--- src/ucr_pkg.sv ---
// Offsets, field positions, masks and reset values of the channel register map
package ucr_pkg;
	// Register offsets on the four address lines
	localparam logic [3:0] OFS_HOLD = 4'h0, OFS_IER = 4'h1, OFS_ISR = 4'h2, OFS_LCR = 4'h3;
	localparam logic [3:0] OFS_MCR = 4'h4, OFS_LSR = 4'h5, OFS_MSR = 4'h6, OFS_SPR = 4'h7;
	localparam logic [3:0] OFS_FEATURE_CONTROL = 4'h8;
	// Divisor fraction and options
	localparam int DLD_FRAC_LO = 0, DLD_FAST_IR = 4, DLD_CHAR_PAR = 5, DLD_MULTIDROP = 6, DLD_INV485 = 7;
	// Interrupt status
	localparam int ISR_SRC_LO = 0, ISR_FIFO_LO = 6;
	// Fifo control
	localparam int FCR_EN = 0, FCR_RX_RST = 1, FCR_TX_RST = 2, FCR_DMA = 3, FCR_TX_TRG = 4, FCR_RX_TRG = 6;
	// Line control
	localparam int LCR_WLEN = 0, LCR_STOP = 2, LCR_PAR_EN = 3, LCR_EVEN = 4, LCR_FORCE = 5;
	localparam int LCR_BREAK = 6, LCR_DIV = 7;
	// Modem control
	localparam int MCR_DTR = 0, MCR_RTS = 1, MCR_FLOW_SEL = 2, MCR_TX_NOW = 3, MCR_LOOP = 4;
	localparam int MCR_ANY = 5, MCR_IR = 6, MCR_PRESC = 7;
	// Direction delay and disable, written at the modem status offset
	localparam int DDD_RX_MODE = 0, DDD_TX_MODE = 1, DDD_RX = 2, DDD_TX = 3, DDD_DLY = 4;
	// Feature control
	localparam int FEATURE_CONTROL_HYST = 0, FEATURE_CONTROL_IR_INV = 4, FEATURE_CONTROL_AUTO485 = 5, FEATURE_CONTROL_TRG = 6;
	// Bits that exist only with enhanced functions on
	localparam logic [7:0] IER_ENH = 8'he0, ISR_ENH = 8'h30, FCR_ENH = 8'h30, MCR_ENH = 8'he0;
	// Bits that are held at all; interrupt enable bit 4 reads zero, fifo resets self clear
	localparam logic [7:0] IER_KEEP = 8'hef, FCR_KEEP = 8'hf9;
	// Reset values
	localparam logic [7:0] RST_DLL = 8'h00, RST_DLM = 8'h00, RST_DLD = 8'h00, RST_IER = 8'h00;
	localparam logic [7:0] RST_FCR = 8'h00, RST_LCR = 8'h00, RST_MCR = 8'h00, RST_DDD = 8'h00;
	localparam logic [7:0] RST_SPR = 8'h00, RST_FEATURE_CONTROL = 8'h00;
endpackage

--- src/ucr_side_if.sv ---
// Bundle between the register map and its modem change and receive holding helpers
`timescale 1ns/1ps
interface ucr_side_if;
	logic [3:0] modem_lvl;
	logic [3:0] modem_delta;
	logic msr_read;
	logic rx_push;
	logic [7:0] rx_byte;
	logic rhr_pop;
	logic lsr_read;
	logic [7:0] rhr_byte;
	logic rhr_ready;
	logic overrun;
	modport top (output modem_lvl, msr_read, rx_push, rx_byte, rhr_pop, lsr_read,
		input modem_delta, rhr_byte, rhr_ready, overrun);
	modport delta (input modem_lvl, msr_read, output modem_delta);
	modport hold (input rx_push, rx_byte, rhr_pop, lsr_read, output rhr_byte, rhr_ready, overrun);
endinterface

--- src/ucr_chan_regs.sv ---
// Register map of one serial channel behind the byte-wide register port
`timescale 1ns/1ps
//
// Contract
// - Four address lines select sixteen locations; lower eight classic, offset eight feature control, the other upper seven read zero.
// - Divisor access clear: read at zero returns the newest received byte.
// - Divisor access clear: write at zero loads the transmit holding byte.
// - Divisor access set: offsets zero, one, two reach divisor low, high, fraction.
// - Fraction register: fraction, fast infrared, flow char parity, multidrop, direction invert.
// - Shaded bits write and act only with enhanced enable; otherwise read zero.
// - Interrupt enables: data, transmit empty, line, modem; bit 4 zero; three enhanced.
// - Interrupt status: source code, special char, flow change, fifos enabled.
// - Fifo control: enable, receive reset, transmit reset, dma, transmit and receive triggers.
// - Line control: word length, stop, parity enable, even, force, break, divisor access.
// - Modem control: dtr, rts, flow select, send now, loopback, resume, infrared, prescaler.
// - Line status: ready, overrun, parity, framing, break, holding empty, shift empty, fifo error.
// - Modem status: change flags in bits 3:0, current levels in bits 7:4.
// - Write at modem status offset: four disables and a four-bit turnaround delay.
// - Scratch byte stores any write and returns it unchanged.
// - Feature control: hysteresis, infrared invert, auto direction, trigger table.
module ucr_chan_regs (
	input wire logic clk,
	input wire logic srst,
	input wire logic [3:0] reg_addr,
	input wire logic [7:0] reg_wdata,
	input wire logic reg_wr,
	input wire logic reg_rd,
	output logic [7:0] reg_rdata,
	output logic rd_valid,
	input wire logic enh_enable,
	input wire logic rx_push,
	input wire logic [7:0] rx_byte,
	input wire logic ln_parity_err,
	input wire logic ln_framing_err,
	input wire logic ln_break,
	input wire logic ln_thr_empty,
	input wire logic ln_tsr_empty,
	input wire logic ln_fifo_err,
	input wire logic [3:0] isr_source,
	input wire logic isr_special,
	input wire logic isr_flow_delta,
	input wire logic cts_lvl,
	input wire logic dsr_lvl,
	input wire logic ri_lvl,
	input wire logic cd_lvl,
	output logic tx_load,
	output logic [7:0] tx_byte,
	output logic [15:0] divisor,
	output logic [3:0] baud_fraction,
	output logic fast_ir,
	output logic flow_char_parity,
	output logic multidrop,
	output logic rs485_invert,
	output logic [7:0] int_enable,
	output logic fifo_enable,
	output logic rx_fifo_reset,
	output logic tx_fifo_reset,
	output logic dma_mode,
	output logic [1:0] tx_trigger,
	output logic [1:0] rx_trigger,
	output logic [1:0] word_length,
	output logic stop_bits,
	output logic parity_enable,
	output logic even_parity,
	output logic force_parity,
	output logic send_break,
	output logic divisor_access,
	output logic dtr_ctl,
	output logic rts_ctl,
	output logic flow_select,
	output logic tx_immediate,
	output logic loopback,
	output logic resume_on_any_char,
	output logic ir_enable,
	output logic baud_prescale,
	output logic rx_mode_disable,
	output logic tx_mode_disable,
	output logic rx_disable,
	output logic tx_disable,
	output logic [3:0] turnaround_delay,
	output logic [3:0] flow_hysteresis,
	output logic ir_rx_invert,
	output logic auto_rs485,
	output logic [1:0] trigger_table
);
	typedef struct packed {
		logic [7:0] dll;
		logic [7:0] divisor_high_byte;
		logic [7:0] divisor_fraction_options;
		logic [7:0] interrupt_enable;
		logic [7:0] fifo_control;
		logic [7:0] line_control;
		logic [7:0] modem_control;
		logic [7:0] ddd;
		logic [7:0] scratch_pad;
		logic [7:0] feature_control;
		logic [7:0] rdata;
		logic [7:0] tx_byte;
		logic tx_load;
		logic rd_valid;
		logic rx_rst;
		logic tx_rst;
	} ucr_top_s;

	localparam ucr_top_s TOP_RST = '{
		dll: ucr_pkg::RST_DLL,
		divisor_high_byte: ucr_pkg::RST_DLM,
		divisor_fraction_options: ucr_pkg::RST_DLD,
		interrupt_enable: ucr_pkg::RST_IER,
		fifo_control: ucr_pkg::RST_FCR,
		line_control: ucr_pkg::RST_LCR,
		modem_control: ucr_pkg::RST_MCR,
		ddd: ucr_pkg::RST_DDD,
		scratch_pad: ucr_pkg::RST_SPR,
		feature_control: ucr_pkg::RST_FEATURE_CONTROL,
		rdata: 8'h00,
		tx_byte: 8'h00,
		tx_load: 1'b0,
		rd_valid: 1'b0,
		rx_rst: 1'b0,
		tx_rst: 1'b0
	};

	ucr_top_s s_q, s_d;
	ucr_side_if sif ();

	// Hide enhanced bits while enhanced functions are off
	function automatic logic [7:0] gate(input logic [7:0] v, input logic [7:0] m, input logic en);
		gate = en ? v : (v & ~m);
	endfunction

	// Enhanced bits keep their old value on a write while enhanced functions are off
	function automatic logic [7:0] merge(input logic [7:0] old, input logic [7:0] nv,
		input logic [7:0] m, input logic en);
		merge = en ? nv : ((nv & ~m) | (old & m));
	endfunction

	logic dla;
	logic [7:0] ier_eff;
	logic [7:0] fcr_eff;
	logic [7:0] mcr_eff;
	logic [7:0] isr_val;
	logic [7:0] lsr_val;
	logic [7:0] msr_val;
	logic [7:0] rd_mux;

	assign dla = s_q.line_control[ucr_pkg::LCR_DIV];

	// Effective views: enhanced bits act only while enabled
	assign ier_eff = gate(s_q.interrupt_enable, ucr_pkg::IER_ENH, enh_enable);
	assign fcr_eff = gate(s_q.fifo_control, ucr_pkg::FCR_ENH, enh_enable);
	assign mcr_eff = gate(s_q.modem_control, ucr_pkg::MCR_ENH, enh_enable);

	// Status bytes assembled from the channel's own state
	assign isr_val = gate({{2{s_q.fifo_control[ucr_pkg::FCR_EN]}}, isr_flow_delta, isr_special, isr_source},
		ucr_pkg::ISR_ENH, enh_enable);
	assign lsr_val = {ln_fifo_err, ln_tsr_empty, ln_thr_empty, ln_break, ln_framing_err,
		ln_parity_err, sif.overrun, sif.rhr_ready};
	assign msr_val = {sif.modem_lvl, sif.modem_delta};

	// Side effects of reads: pop the received byte, clear overrun and change flags
	assign sif.modem_lvl = {cd_lvl, ri_lvl, dsr_lvl, cts_lvl};
	assign sif.rx_push = rx_push;
	assign sif.rx_byte = rx_byte;
	assign sif.rhr_pop = reg_rd && (reg_addr == ucr_pkg::OFS_HOLD) && !dla;
	assign sif.lsr_read = reg_rd && (reg_addr == ucr_pkg::OFS_LSR);
	assign sif.msr_read = reg_rd && (reg_addr == ucr_pkg::OFS_MSR);

	ucr_modem_delta u_delta (
		.clk(clk),
		.srst(srst),
		.sif(sif.delta)
	);

	ucr_rx_hold u_hold (
		.clk(clk),
		.srst(srst),
		.sif(sif.hold)
	);

	// Read multiplexer over the sixteen locations; unbuilt upper ones read zero
	always_comb begin
		rd_mux = 8'h00;
		unique case (reg_addr)
			ucr_pkg::OFS_HOLD:
				rd_mux = dla ? s_q.dll : sif.rhr_byte;
			ucr_pkg::OFS_IER:
				rd_mux = dla ? s_q.divisor_high_byte : ier_eff;
			ucr_pkg::OFS_ISR:
				rd_mux = dla ? s_q.divisor_fraction_options : isr_val;
			ucr_pkg::OFS_LCR:
				rd_mux = s_q.line_control;
			ucr_pkg::OFS_MCR:
				rd_mux = mcr_eff;
			ucr_pkg::OFS_LSR:
				rd_mux = lsr_val;
			ucr_pkg::OFS_MSR:
				rd_mux = msr_val;
			ucr_pkg::OFS_SPR:
				rd_mux = s_q.scratch_pad;
			ucr_pkg::OFS_FEATURE_CONTROL:
				rd_mux = s_q.feature_control;
			default:
				rd_mux = 8'h00;
		endcase
	end

	// Next state: pulses drop each cycle, writes land by offset and divisor access
	always_comb begin
		s_d = s_q;
		s_d.tx_load = 1'b0;
		s_d.rx_rst = 1'b0;
		s_d.tx_rst = 1'b0;
		s_d.rd_valid = reg_rd;
		if (reg_rd)
			s_d.rdata = rd_mux;
		if (reg_wr) begin
			unique case (reg_addr)
				ucr_pkg::OFS_HOLD: begin
					if (dla) begin
						s_d.dll = reg_wdata;
					end else begin
						s_d.tx_byte = reg_wdata;
						s_d.tx_load = 1'b1;
					end
				end
				ucr_pkg::OFS_IER: begin
					if (dla)
						s_d.divisor_high_byte = reg_wdata;
					else
						s_d.interrupt_enable = merge(s_q.interrupt_enable, reg_wdata & ucr_pkg::IER_KEEP,
							ucr_pkg::IER_ENH, enh_enable);
				end
				ucr_pkg::OFS_ISR: begin
					if (dla) begin
						s_d.divisor_fraction_options = reg_wdata;
					end else begin
						s_d.fifo_control = merge(s_q.fifo_control, reg_wdata & ucr_pkg::FCR_KEEP,
							ucr_pkg::FCR_ENH, enh_enable);
						s_d.rx_rst = reg_wdata[ucr_pkg::FCR_RX_RST];
						s_d.tx_rst = reg_wdata[ucr_pkg::FCR_TX_RST];
					end
				end
				ucr_pkg::OFS_LCR:
					s_d.line_control = reg_wdata;
				ucr_pkg::OFS_MCR:
					s_d.modem_control = merge(s_q.modem_control, reg_wdata, ucr_pkg::MCR_ENH, enh_enable);
				ucr_pkg::OFS_MSR: begin
					// Write-only twin of modem status exists only in enhanced mode
					if (enh_enable)
						s_d.ddd = reg_wdata;
				end
				ucr_pkg::OFS_SPR:
					s_d.scratch_pad = reg_wdata;
				ucr_pkg::OFS_FEATURE_CONTROL:
					s_d.feature_control = reg_wdata;
				default: begin
				end
			endcase
		end
	end

	// Single state register
	always_ff @(posedge clk) begin
		if (srst)
			s_q <= TOP_RST;
		else
			s_q <= s_d;
	end

	// Register port answer, one cycle after the read strobe
	assign reg_rdata = s_q.rdata;
	assign rd_valid = s_q.rd_valid;
	assign tx_load = s_q.tx_load;
	assign tx_byte = s_q.tx_byte;

	// Divisor and fraction fields
	assign divisor = {s_q.divisor_high_byte, s_q.dll};
	assign baud_fraction = s_q.divisor_fraction_options[ucr_pkg::DLD_FRAC_LO +: 4];
	assign fast_ir = s_q.divisor_fraction_options[ucr_pkg::DLD_FAST_IR];
	assign flow_char_parity = s_q.divisor_fraction_options[ucr_pkg::DLD_CHAR_PAR];
	assign multidrop = s_q.divisor_fraction_options[ucr_pkg::DLD_MULTIDROP];
	assign rs485_invert = s_q.divisor_fraction_options[ucr_pkg::DLD_INV485];

	// Interrupt enables as they act
	assign int_enable = ier_eff;

	// Fifo control fields; triggers of the transmit side are enhanced
	assign fifo_enable = fcr_eff[ucr_pkg::FCR_EN];
	assign rx_fifo_reset = s_q.rx_rst;
	assign tx_fifo_reset = s_q.tx_rst;
	assign dma_mode = fcr_eff[ucr_pkg::FCR_DMA];
	assign tx_trigger = fcr_eff[ucr_pkg::FCR_TX_TRG +: 2];
	assign rx_trigger = fcr_eff[ucr_pkg::FCR_RX_TRG +: 2];

	// Line control fields
	assign word_length = s_q.line_control[ucr_pkg::LCR_WLEN +: 2];
	assign stop_bits = s_q.line_control[ucr_pkg::LCR_STOP];
	assign parity_enable = s_q.line_control[ucr_pkg::LCR_PAR_EN];
	assign even_parity = s_q.line_control[ucr_pkg::LCR_EVEN];
	assign force_parity = s_q.line_control[ucr_pkg::LCR_FORCE];
	assign send_break = s_q.line_control[ucr_pkg::LCR_BREAK];
	assign divisor_access = dla;

	// Modem control fields; upper three act only in enhanced mode
	assign dtr_ctl = mcr_eff[ucr_pkg::MCR_DTR];
	assign rts_ctl = mcr_eff[ucr_pkg::MCR_RTS];
	assign flow_select = mcr_eff[ucr_pkg::MCR_FLOW_SEL];
	assign tx_immediate = mcr_eff[ucr_pkg::MCR_TX_NOW];
	assign loopback = mcr_eff[ucr_pkg::MCR_LOOP];
	assign resume_on_any_char = mcr_eff[ucr_pkg::MCR_ANY];
	assign ir_enable = mcr_eff[ucr_pkg::MCR_IR];
	assign baud_prescale = mcr_eff[ucr_pkg::MCR_PRESC];

	// Direction delay and disables; held value stays gated when enhanced drops
	assign rx_mode_disable = enh_enable && s_q.ddd[ucr_pkg::DDD_RX_MODE];
	assign tx_mode_disable = enh_enable && s_q.ddd[ucr_pkg::DDD_TX_MODE];
	assign rx_disable = enh_enable && s_q.ddd[ucr_pkg::DDD_RX];
	assign tx_disable = enh_enable && s_q.ddd[ucr_pkg::DDD_TX];
	assign turnaround_delay = enh_enable ? s_q.ddd[ucr_pkg::DDD_DLY +: 4] : 4'h0;

	// Feature control fields
	assign flow_hysteresis = s_q.feature_control[ucr_pkg::FEATURE_CONTROL_HYST +: 4];
	assign ir_rx_invert = s_q.feature_control[ucr_pkg::FEATURE_CONTROL_IR_INV];
	assign auto_rs485 = s_q.feature_control[ucr_pkg::FEATURE_CONTROL_AUTO485];
	assign trigger_table = s_q.feature_control[ucr_pkg::FEATURE_CONTROL_TRG +: 2];
endmodule // ucr_chan_regs

--- src/ucr_modem_delta.sv ---
// Sticky change flags of the four modem inputs
`timescale 1ns/1ps
module ucr_modem_delta (
	input wire logic clk,
	input wire logic srst,
	ucr_side_if.delta sif
);
	typedef struct packed {
		logic primed;
		logic [3:0] prev;
		logic [3:0] delta;
	} ucr_dlt_s;
	ucr_dlt_s s_q, s_d;

	// First cycle after reset only samples, so no false change is flagged
	always_comb begin
		s_d = s_q;
		s_d.primed = 1'b1;
		s_d.prev = sif.modem_lvl;
		for (int i = 0; i < 4; i++) begin
			if (sif.msr_read)
				s_d.delta[i] = 1'b0;
			if (s_q.primed && (s_q.prev[i] != sif.modem_lvl[i]))
				s_d.delta[i] = 1'b1;
		end
	end

	always_ff @(posedge clk) begin
		if (srst)
			s_q <= '0;
		else
			s_q <= s_d;
	end

	assign sif.modem_delta = s_q.delta;
endmodule // ucr_modem_delta

--- src/ucr_rx_hold.sv ---
// Receive holding byte with data ready and overrun flags
`timescale 1ns/1ps
module ucr_rx_hold (
	input wire logic clk,
	input wire logic srst,
	ucr_side_if.hold sif
);
	typedef struct packed {
		logic [7:0] data;
		logic ready;
		logic overrun;
	} ucr_hold_s;
	ucr_hold_s s_q, s_d;

	// A push in the cycle of the pop or clear wins
	always_comb begin
		s_d = s_q;
		if (sif.rhr_pop)
			s_d.ready = 1'b0;
		if (sif.lsr_read)
			s_d.overrun = 1'b0;
		if (sif.rx_push) begin
			s_d.data = sif.rx_byte;
			s_d.ready = 1'b1;
			if (s_q.ready && !sif.rhr_pop)
				s_d.overrun = 1'b1; // Unread byte lost
		end
	end

	always_ff @(posedge clk) begin
		if (srst)
			s_q <= '0;
		else
			s_q <= s_d;
	end

	assign sif.rhr_byte = s_q.data;
	assign sif.rhr_ready = s_q.ready;
	assign sif.overrun = s_q.overrun;
endmodule // ucr_rx_hold

--- config.mk ---
export PLATFORM = sky130hd
export DESIGN_NAME = ucr_chan_regs
export DESIGN_NICKNAME = d
export VERILOG_FILES = /design/src/ucr_pkg.sv /design/src/ucr_side_if.sv /design/src/ucr_chan_regs.sv /design/src/ucr_modem_delta.sv /design/src/ucr_rx_hold.sv
export SDC_FILE = /design/constraint.sdc
export NUM_CORES = 1
export LEC_CHECK = 0
export BUFFER_PORTS_ARGS = -buffer_cell sky130_fd_sc_hd__buf_4
export CAP_MARGIN = 30
export CORE_MARGIN = 3
export CORE_UTILIZATION = 55
export DETAILED_ROUTE_END_ITERATION = 12
export MAX_ROUTING_LAYER = met4
export PLACE_DENSITY = 0.81
export SKIP_CTS_REPAIR_TIMING = 1
export SYNTH_ARGS = -nofsm -noshare
export SYNTH_HDL_FRONTEND = slang
export SYNTH_HIERARCHICAL = 1
export SYNTH_SLANG_ARGS = --single-unit
--- constraint.sdc ---
create_clock -name clk -period 2.6 [get_ports clk]
set_input_delay 0.26 -clock clk [delete_from_list [all_inputs] [get_ports clk]]
set_output_delay 0.26 -clock clk [all_outputs]
set_load 0.01 [all_outputs]
==> flow_summary.yaml, run 1 <==
synthesis:
  synth_seq_cells: 116
  synth_edf_count: 0
  async_reset_ff_share_pct: 0
  seq_area_frac_synth_pct: 40.0
  synth_area_sq_um: 5800
  ys.flop_type: "dfxtp_1"
  syn-num-nets: 707
  yosys_warnings: 6
  synth_top_area_cell: "dfxtp_1"
  synth_top_cell_area_share_pct: 40.0
  synthTopCellsByArea: "dfxtp_1 40%, mux2i_1 11%, buf_4 7.5%, a21oi_1 5.6%, nand2_1 3.9%"
  synth.avg_cell_area_sq_um: 8.72
  synth_cell_types: 58
  netlist_instances: 665
layout:
  layout_commonest_cell: "buf_4"
  postLayoutCellArea_sq_um: 7030
  layout_common_cells: "137 x buf_4, 116 x dfxtp_1, 65 x a21oi_1"
  drive_gt1_share_pct: 26.4
  fin_util_pct: 70.3
  multi_input_comb_area_sq_um: 2730
  area_growth_pct: 21.1
  antennaDiodeCount: 0
  final_nets: 761
  regArea_sq_um: 2320
  num-fill-cells: 758
sta:
  fin_hold_ws_ns: -0.0245
  relSlewSlack_pct: 49.4
  fmax_mhz: 487
  setup_ws_ns: 0.548
  finalCritPeriodShare_pct: 78.9
  fin_setup_tns_ns: 0
  final_max_slew_viol_count: 0
  hold_violations: 1
  tightest_slew_ns: 0.758
  rsz0062_at_grt: "false"
  finalCriticalPeriod_ns: 2.05
  setup_violations: 0
  fin_skew_ns: 0.00747
power_and_ir_drop:
  power_mw: 4.80
  peakVddDrop_v: 0.000594
  p_per_area_nw_per_um2: 683
  cellLeakagePower_nw: 2.87
clock_tree:
  clock-sinks: 116
  htreeDepth: 4
  clk_pin_slew_ns: 0.06
  cts_tree: "done"
  cts_made_buffers: 17
  root_buffer: "clkbuf_8"
  clockBufferDepth: 2
  clk_latency_ns: 0.52
global_routing:
  grt_remaining_overflow: 0
  grt_antenna_before_repair: 0
  grtUsageTotal_pct: 30.2
  grt_pass1_wl_mm: 26.4
  grt_max_degree: 73
  grt_pass1_vias: 4785
drt:
  vias: 5115
  drtIter0Drc: 359
  wl_per_cell_microns: 20.2
  drc_errors: 0
  drt_wl_total_mm: 17.5
  ant_nets: 0
  first_pass_iters: 5
  vias_per_cell: 5.91
place:
  gp_congestion: 0.905
  preCtsSetupSlack_ns: 0.581
  post-dp-hpwl_mm: 11.8
  place_area_sq_um: 6290
  io_buffer_count: 130
critical_path:
  cp_data_required_time_ns: 3.05
  startpoint_type: "flop"
  cp.arrival_ns: 2.50
  cp_num_buf_inv: 0
  cp_max_fo: 27
  slowest_delay_ns: 0.81
  critical-path-slowest-cell: "dfxtp_1"
  cpLargestDelayFamily: "simple AND/OR/NAND/NOR gates"
  path_class: "reg -> reg"
  worstSetupEndpointType: "flop"
  path_cells: "nand2_2, nor2_4, nand2_1, a21oi_1"
floorplan:
  core_region_area_sq_um: 10000
  die_w_microns: 109
  start_util_pct: 58.0
  die_height_microns: 109
  ios: 132
  dieArea_sq_um: 11800
  rows: 36
flow_run:
  max_cap_violations: 0
min_path:
  hold_class: "in -> reg"
status:
  violations: "hold timing"
  status: "finished, violations left"
## per-stage QoR
stage / hold slack, ns / cells
3_5_place_dp: 0.451 / 826
5_1_grt: 0.00265 / 865
3_3_place_gp: 0.443 / 826
4_1_cts: -0.0344 / 858
2_1_floorplan: 0.402 / 665
6_report: -0.0245 / 865
## per-layer routing
metal  share of wire (%)  GRT usage [%]
met5                   0              -
met4                 2.7           10.9
met3                 8.6           6.39
met2                  49           48.5
met1                  40           37.7
## kinds of logic after synthesis
group	Yosys count	synth area share, %
compound gates	134	14.0
xor+xnor	4	0.604
buf+inv	121	13.0
flops	116	40.0
mux	68	11.8
other cells	1	0.0646
simple gates	221	20.5
## worst register-to-register path: stages, from the launching register on
cell,delay [ns]
dfxtp_1,0.81
nand2_2,0.57
nor2_4,0.37
nand2_1,0.09
a21oi_1,0.14
## synth_stat cells (all sizes together) (2+ instances only)
cell type    n
nor4b        2
a22oi        5
a22o         2
and3         4
o21ai       31
nand2b       8
and3b        2
nand2       61
nor3b        2
mux2         5
nor3         3
inv         12
a21oi       65
buf         87
clkbuf      22
nand4        2
and2b        5
nor2b        3
a221oi       4
nor4         5
dfxtp      116
o2bb2ai      4
o22ai       10
nand3       30
and2        19
nor2        57
mux2i       63
or4b         3
xnor2        4
o32ai        5
nand3b      12
## sequential cells by signal, summed over array words and instances, names as in the netlist, 2 cells and up
signal	flops
s_q	37
divisor	16
reg_rdata	8
tx_byte	8
u_hold/sif.rhr_byte	8
u_delta/s_q	5
baud_fraction	4
flow_hysteresis	4
u_delta/sif.modem_delta	4
trigger_table	2
word_length	2
## cell type report
class / instances / area share, %
multi-input combinational: 428 / 38.8
clock inverter: 11 / 2.81
clock buffer: 21 / 6.68
tap: 133 / 2.37
timing repair buffer: 144 / 15.6
sequential: 116 / 33.0
inverter: 12 / 0.641
## worst paths after layout
check                           slack [ns]                endpoint  cells after the start            from
worst max-delay path                  0.55        baud_fraction[3]                      4  divisor_access
worst min-delay path                 -0.02  u_hold/sif.rhr_byte[2]                      3      rx_byte[2]
worst min register to register        0.46            reg_rdata[2]                      2    reg_rdata[2]
worst max register to register        0.55        baud_fraction[3]                      4  divisor_access
## where the power goes
| group | switching (mW) | leakage, nW | internal (mW) |
|---|---|---|---|
| combinational | 0.210 | 1.61 | 0.138 |
| sequential | 0.0241 | 0.940 | 1.81 |
| clock | 0.854 | 0.313 | 1.76 |
Note: power is estimated with default switching activity, not from simulation.
==> run 2, diff against run 1 <==
--- a/config.mk
+++ b/config.mk
@@ -5,13 +5,14 @@
 export SDC_FILE = /design/constraint.sdc
 export NUM_CORES = 1
 export LEC_CHECK = 0
+export ABC_AREA = 1
 export BUFFER_PORTS_ARGS = -buffer_cell sky130_fd_sc_hd__buf_4
 export CAP_MARGIN = 30
 export CORE_MARGIN = 3
-export CORE_UTILIZATION = 55
+export CORE_UTILIZATION = 49
 export DETAILED_ROUTE_END_ITERATION = 12
 export MAX_ROUTING_LAYER = met4
-export PLACE_DENSITY = 0.81
+export PLACE_DENSITY = 0.76
 export SKIP_CTS_REPAIR_TIMING = 1
 export SYNTH_ARGS = -nofsm -noshare
 export SYNTH_HDL_FRONTEND = slang
==> constraint.sdc (replaced) <==
create_clock -name clk -period 1.8 [get_ports clk]
set_input_delay 0.18 -clock clk [delete_from_list [all_inputs] [get_ports clk]]
set_output_delay 0.18 -clock clk [all_outputs]
set_load 0.01 [all_outputs]
==> run 2 against run 1 <==
The run now ends clean. Maximum frequency is 24% higher. Non-clock buffer count grew 4. Hold slack better by 0.032 ns. Via count grew 13%. Utilization down 8.9 points. Clock power rose by 26%. Critical path type unchanged. Critical endpoint is now tx_byte[1]. Largest cell class unchanged.
==> flow_summary.yaml, run 2 <==
layout:
  layout_common_cells: "237 x nand2_1, 145 x buf_4, 116 x dfxtp_1"
  regArea_sq_um: 2320
  antennaDiodeCount: 0
  regMostFlops: "s_q"
  num-fill-cells: 1064
  area_growth_pct: 21.0
  largest_reg_flops: 37
  drive_gt1_share_pct: 24.9
  layout_commonest_cell: "nand2_1"
  multi_input_comb_area_sq_um: 2610
  fin_util_pct: 61.4
  finalNonFillerCells: 1059
  postLayoutCellArea_sq_um: 7100
  final_nets: 945
min_path:
  hold_class: "in -> reg"
status:
  status: "finished, final reports clean"
synthesis:
  synth_seq_cells: 116
  syn-num-nets: 887
  synth_top_area_cell: "dfxtp_1"
  yosys_warnings: 6
  synth_area_sq_um: 5870
  synthTopCellsByCount: "237 x nand2_1, 116 x dfxtp_1, 98 x nand3_1"
  synthTopCellsByArea: "dfxtp_1 40%, nand2_1 15%, nand3_1 8.4%, buf_4 7.8%, a21oi_1 6.5%"
  ys.flop_type: "dfxtp_1"
  synth_most_common_cell: "nand2_1"
  async_reset_ff_share_pct: 0
  synth_top_cell_area_share_pct: 39.6
  netlist_instances: 845
  synth_edf_count: 0
  synth_cell_types: 29
  synth.avg_cell_area_sq_um: 6.94
  seq_area_frac_synth_pct: 39.6
floorplan:
  die_w_microns: 115
  core_region_area_sq_um: 11600
  dieArea_sq_um: 13300
  start_util_pct: 50.7
  die_height_microns: 115
  ios: 132
  rows: 39
global_routing:
  grtUsageTotal_pct: 27.6
  grt_antenna_before_repair: 0
  grt_max_degree: 50
  grt_pass1_vias: 5283
  grt_pass1_wl_mm: 27.4
  grt_remaining_overflow: 0
drt:
  vias_per_cell: 5.48
  first_pass_iters: 5
  drc_errors: 0
  ant_nets: 0
  drt_wl_total_mm: 17.6
  wl_per_cell_microns: 16.6
  drtIter0Drc: 598
  vias: 5799
sta:
  hold_violations: 0
  fmax_mhz: 605
  setup_ws_ns: 0.148
  final_max_slew_viol_count: 0
  fin_skew_ns: 0.00914
  rsz0062_at_grt: "false"
  fin_setup_tns_ns: 0
  fin_hold_ws_ns: 0.00762
  setup_violations: 0
  finalCriticalPeriod_ns: 1.65
  finalCritPeriodShare_pct: 91.8
clock_tree:
  clockBufferDepth: 2
  clk_pin_slew_ns: 0.05
  clk_latency_ns: 0.41
  clock-sinks: 116
  cts_made_buffers: 17
  cts_tree: "done"
  htreeDepth: 4
  root_buffer: "clkbuf_16"
power_and_ir_drop:
  combPwrFrac_pct: 8.1
  p_clk_share_pct: 50.8
  power_mw: 6.46
  peakVddDrop_v: 0.000515
  cellLeakagePower_nw: 3.13
  power_frac_seq_pct: 41.1
  power.internal_mw: 4.93
  switching_share_pct: 23.7
  switching_power_mw: 1.53
  p_per_area_nw_per_um2: 911
critical_path:
  cp_data_required_time_ns: 2.12
  cp_max_fo: 15
  cp.arrival_ns: 1.97
  worstSetupEndpointType: "flop"
  startpoint_type: "flop"
  path_class: "reg -> reg"
place:
  preCtsSetupSlack_ns: 0.143
  gp_congestion: 0.957
  place_area_sq_um: 6520
  io_buffer_count: 130
  post-dp-hpwl_mm: 12.4
  placed_cells_incl_taps: 1027
flow_run:
  max_cap_violations: 0
run 2: changes by cell type in the layout (fill, tap and decap cells not counted), moves of 13 or more:
cell | before | now
nand2_1 | 60 | 237
mux2i_1 | 63 | 0
nand3_1 | 29 | 98
and2_1 | 18 | 0
inv_1 | 11 | 53
o21ai_0 | 26 | 6
a21oi_2 | 0 | 13
a211oi_1 | 0 | 19
run 2: layout make-up:
cell class              count  share of cell area, %
well taps                 143                   2.52
flip-flops and latches    116                   32.7
repair buffers            148                   16.2
inverters                  67                   3.65
clock inverters            10                   1.48
clock buffers              22                   6.68
multi-input cells         553                   36.8
run 2: metal layers:
metal	global-route usage (%)	vias to the layer above	wire, microns
met5	-	-	0
met3	6.48	44	1780
met4	9.31	0	467
met2	40.0	336	7680
li1	-	2793	-
met1	37.8	2626	7690
run 2: final timing paths:
check | start | end | slack [ns] | cells after the start
setup / recovery | divisor_access | tx_byte[1] | 0.15 | 7
hold / removal | ri_lvl | u_delta/s_q[6] | 0.008 | 3
setup reg to reg | divisor_access | tx_byte[1] | 0.15 | 7
hold reg to reg | s_q[40] | s_q[40] | 0.46 | 2
run 2: critical path, cell delays in order, from the launching register on:
cell	delay, ns
dfxtp_1	0.35
buf_12	0.16
nor2_4	0.24
inv_1	0.09
nor2_1	0.28
buf_4	0.23
nor2_1	0.05
a211oi_1	0.16
run 2: power groups by stage:
stage / clock (mW) / sequential, mW / combinational, mW
after floorplan: 0 / 2.70 / 0.332
after global placement: 0 / 2.71 / 0.508
after detailed placement: 0 / 2.71 / 0.513
after CTS: 3.30 / 2.66 / 0.516
after global routing: 3.40 / 2.66 / 0.565
final: 3.28 / 2.66 / 0.525
run 2: cells by family (layout without fill, tap and decap cells):
kind of cell	count (synthesis)	in the layout	share of synthesized area (%)
AO/OA/AOI/OAI	114	114	11.4
buffers and inverters	176	247	16.0
flip-flops	116	116	39.6
other	1	1	0.0639
AND/OR/NAND/NOR	438	438	33.0
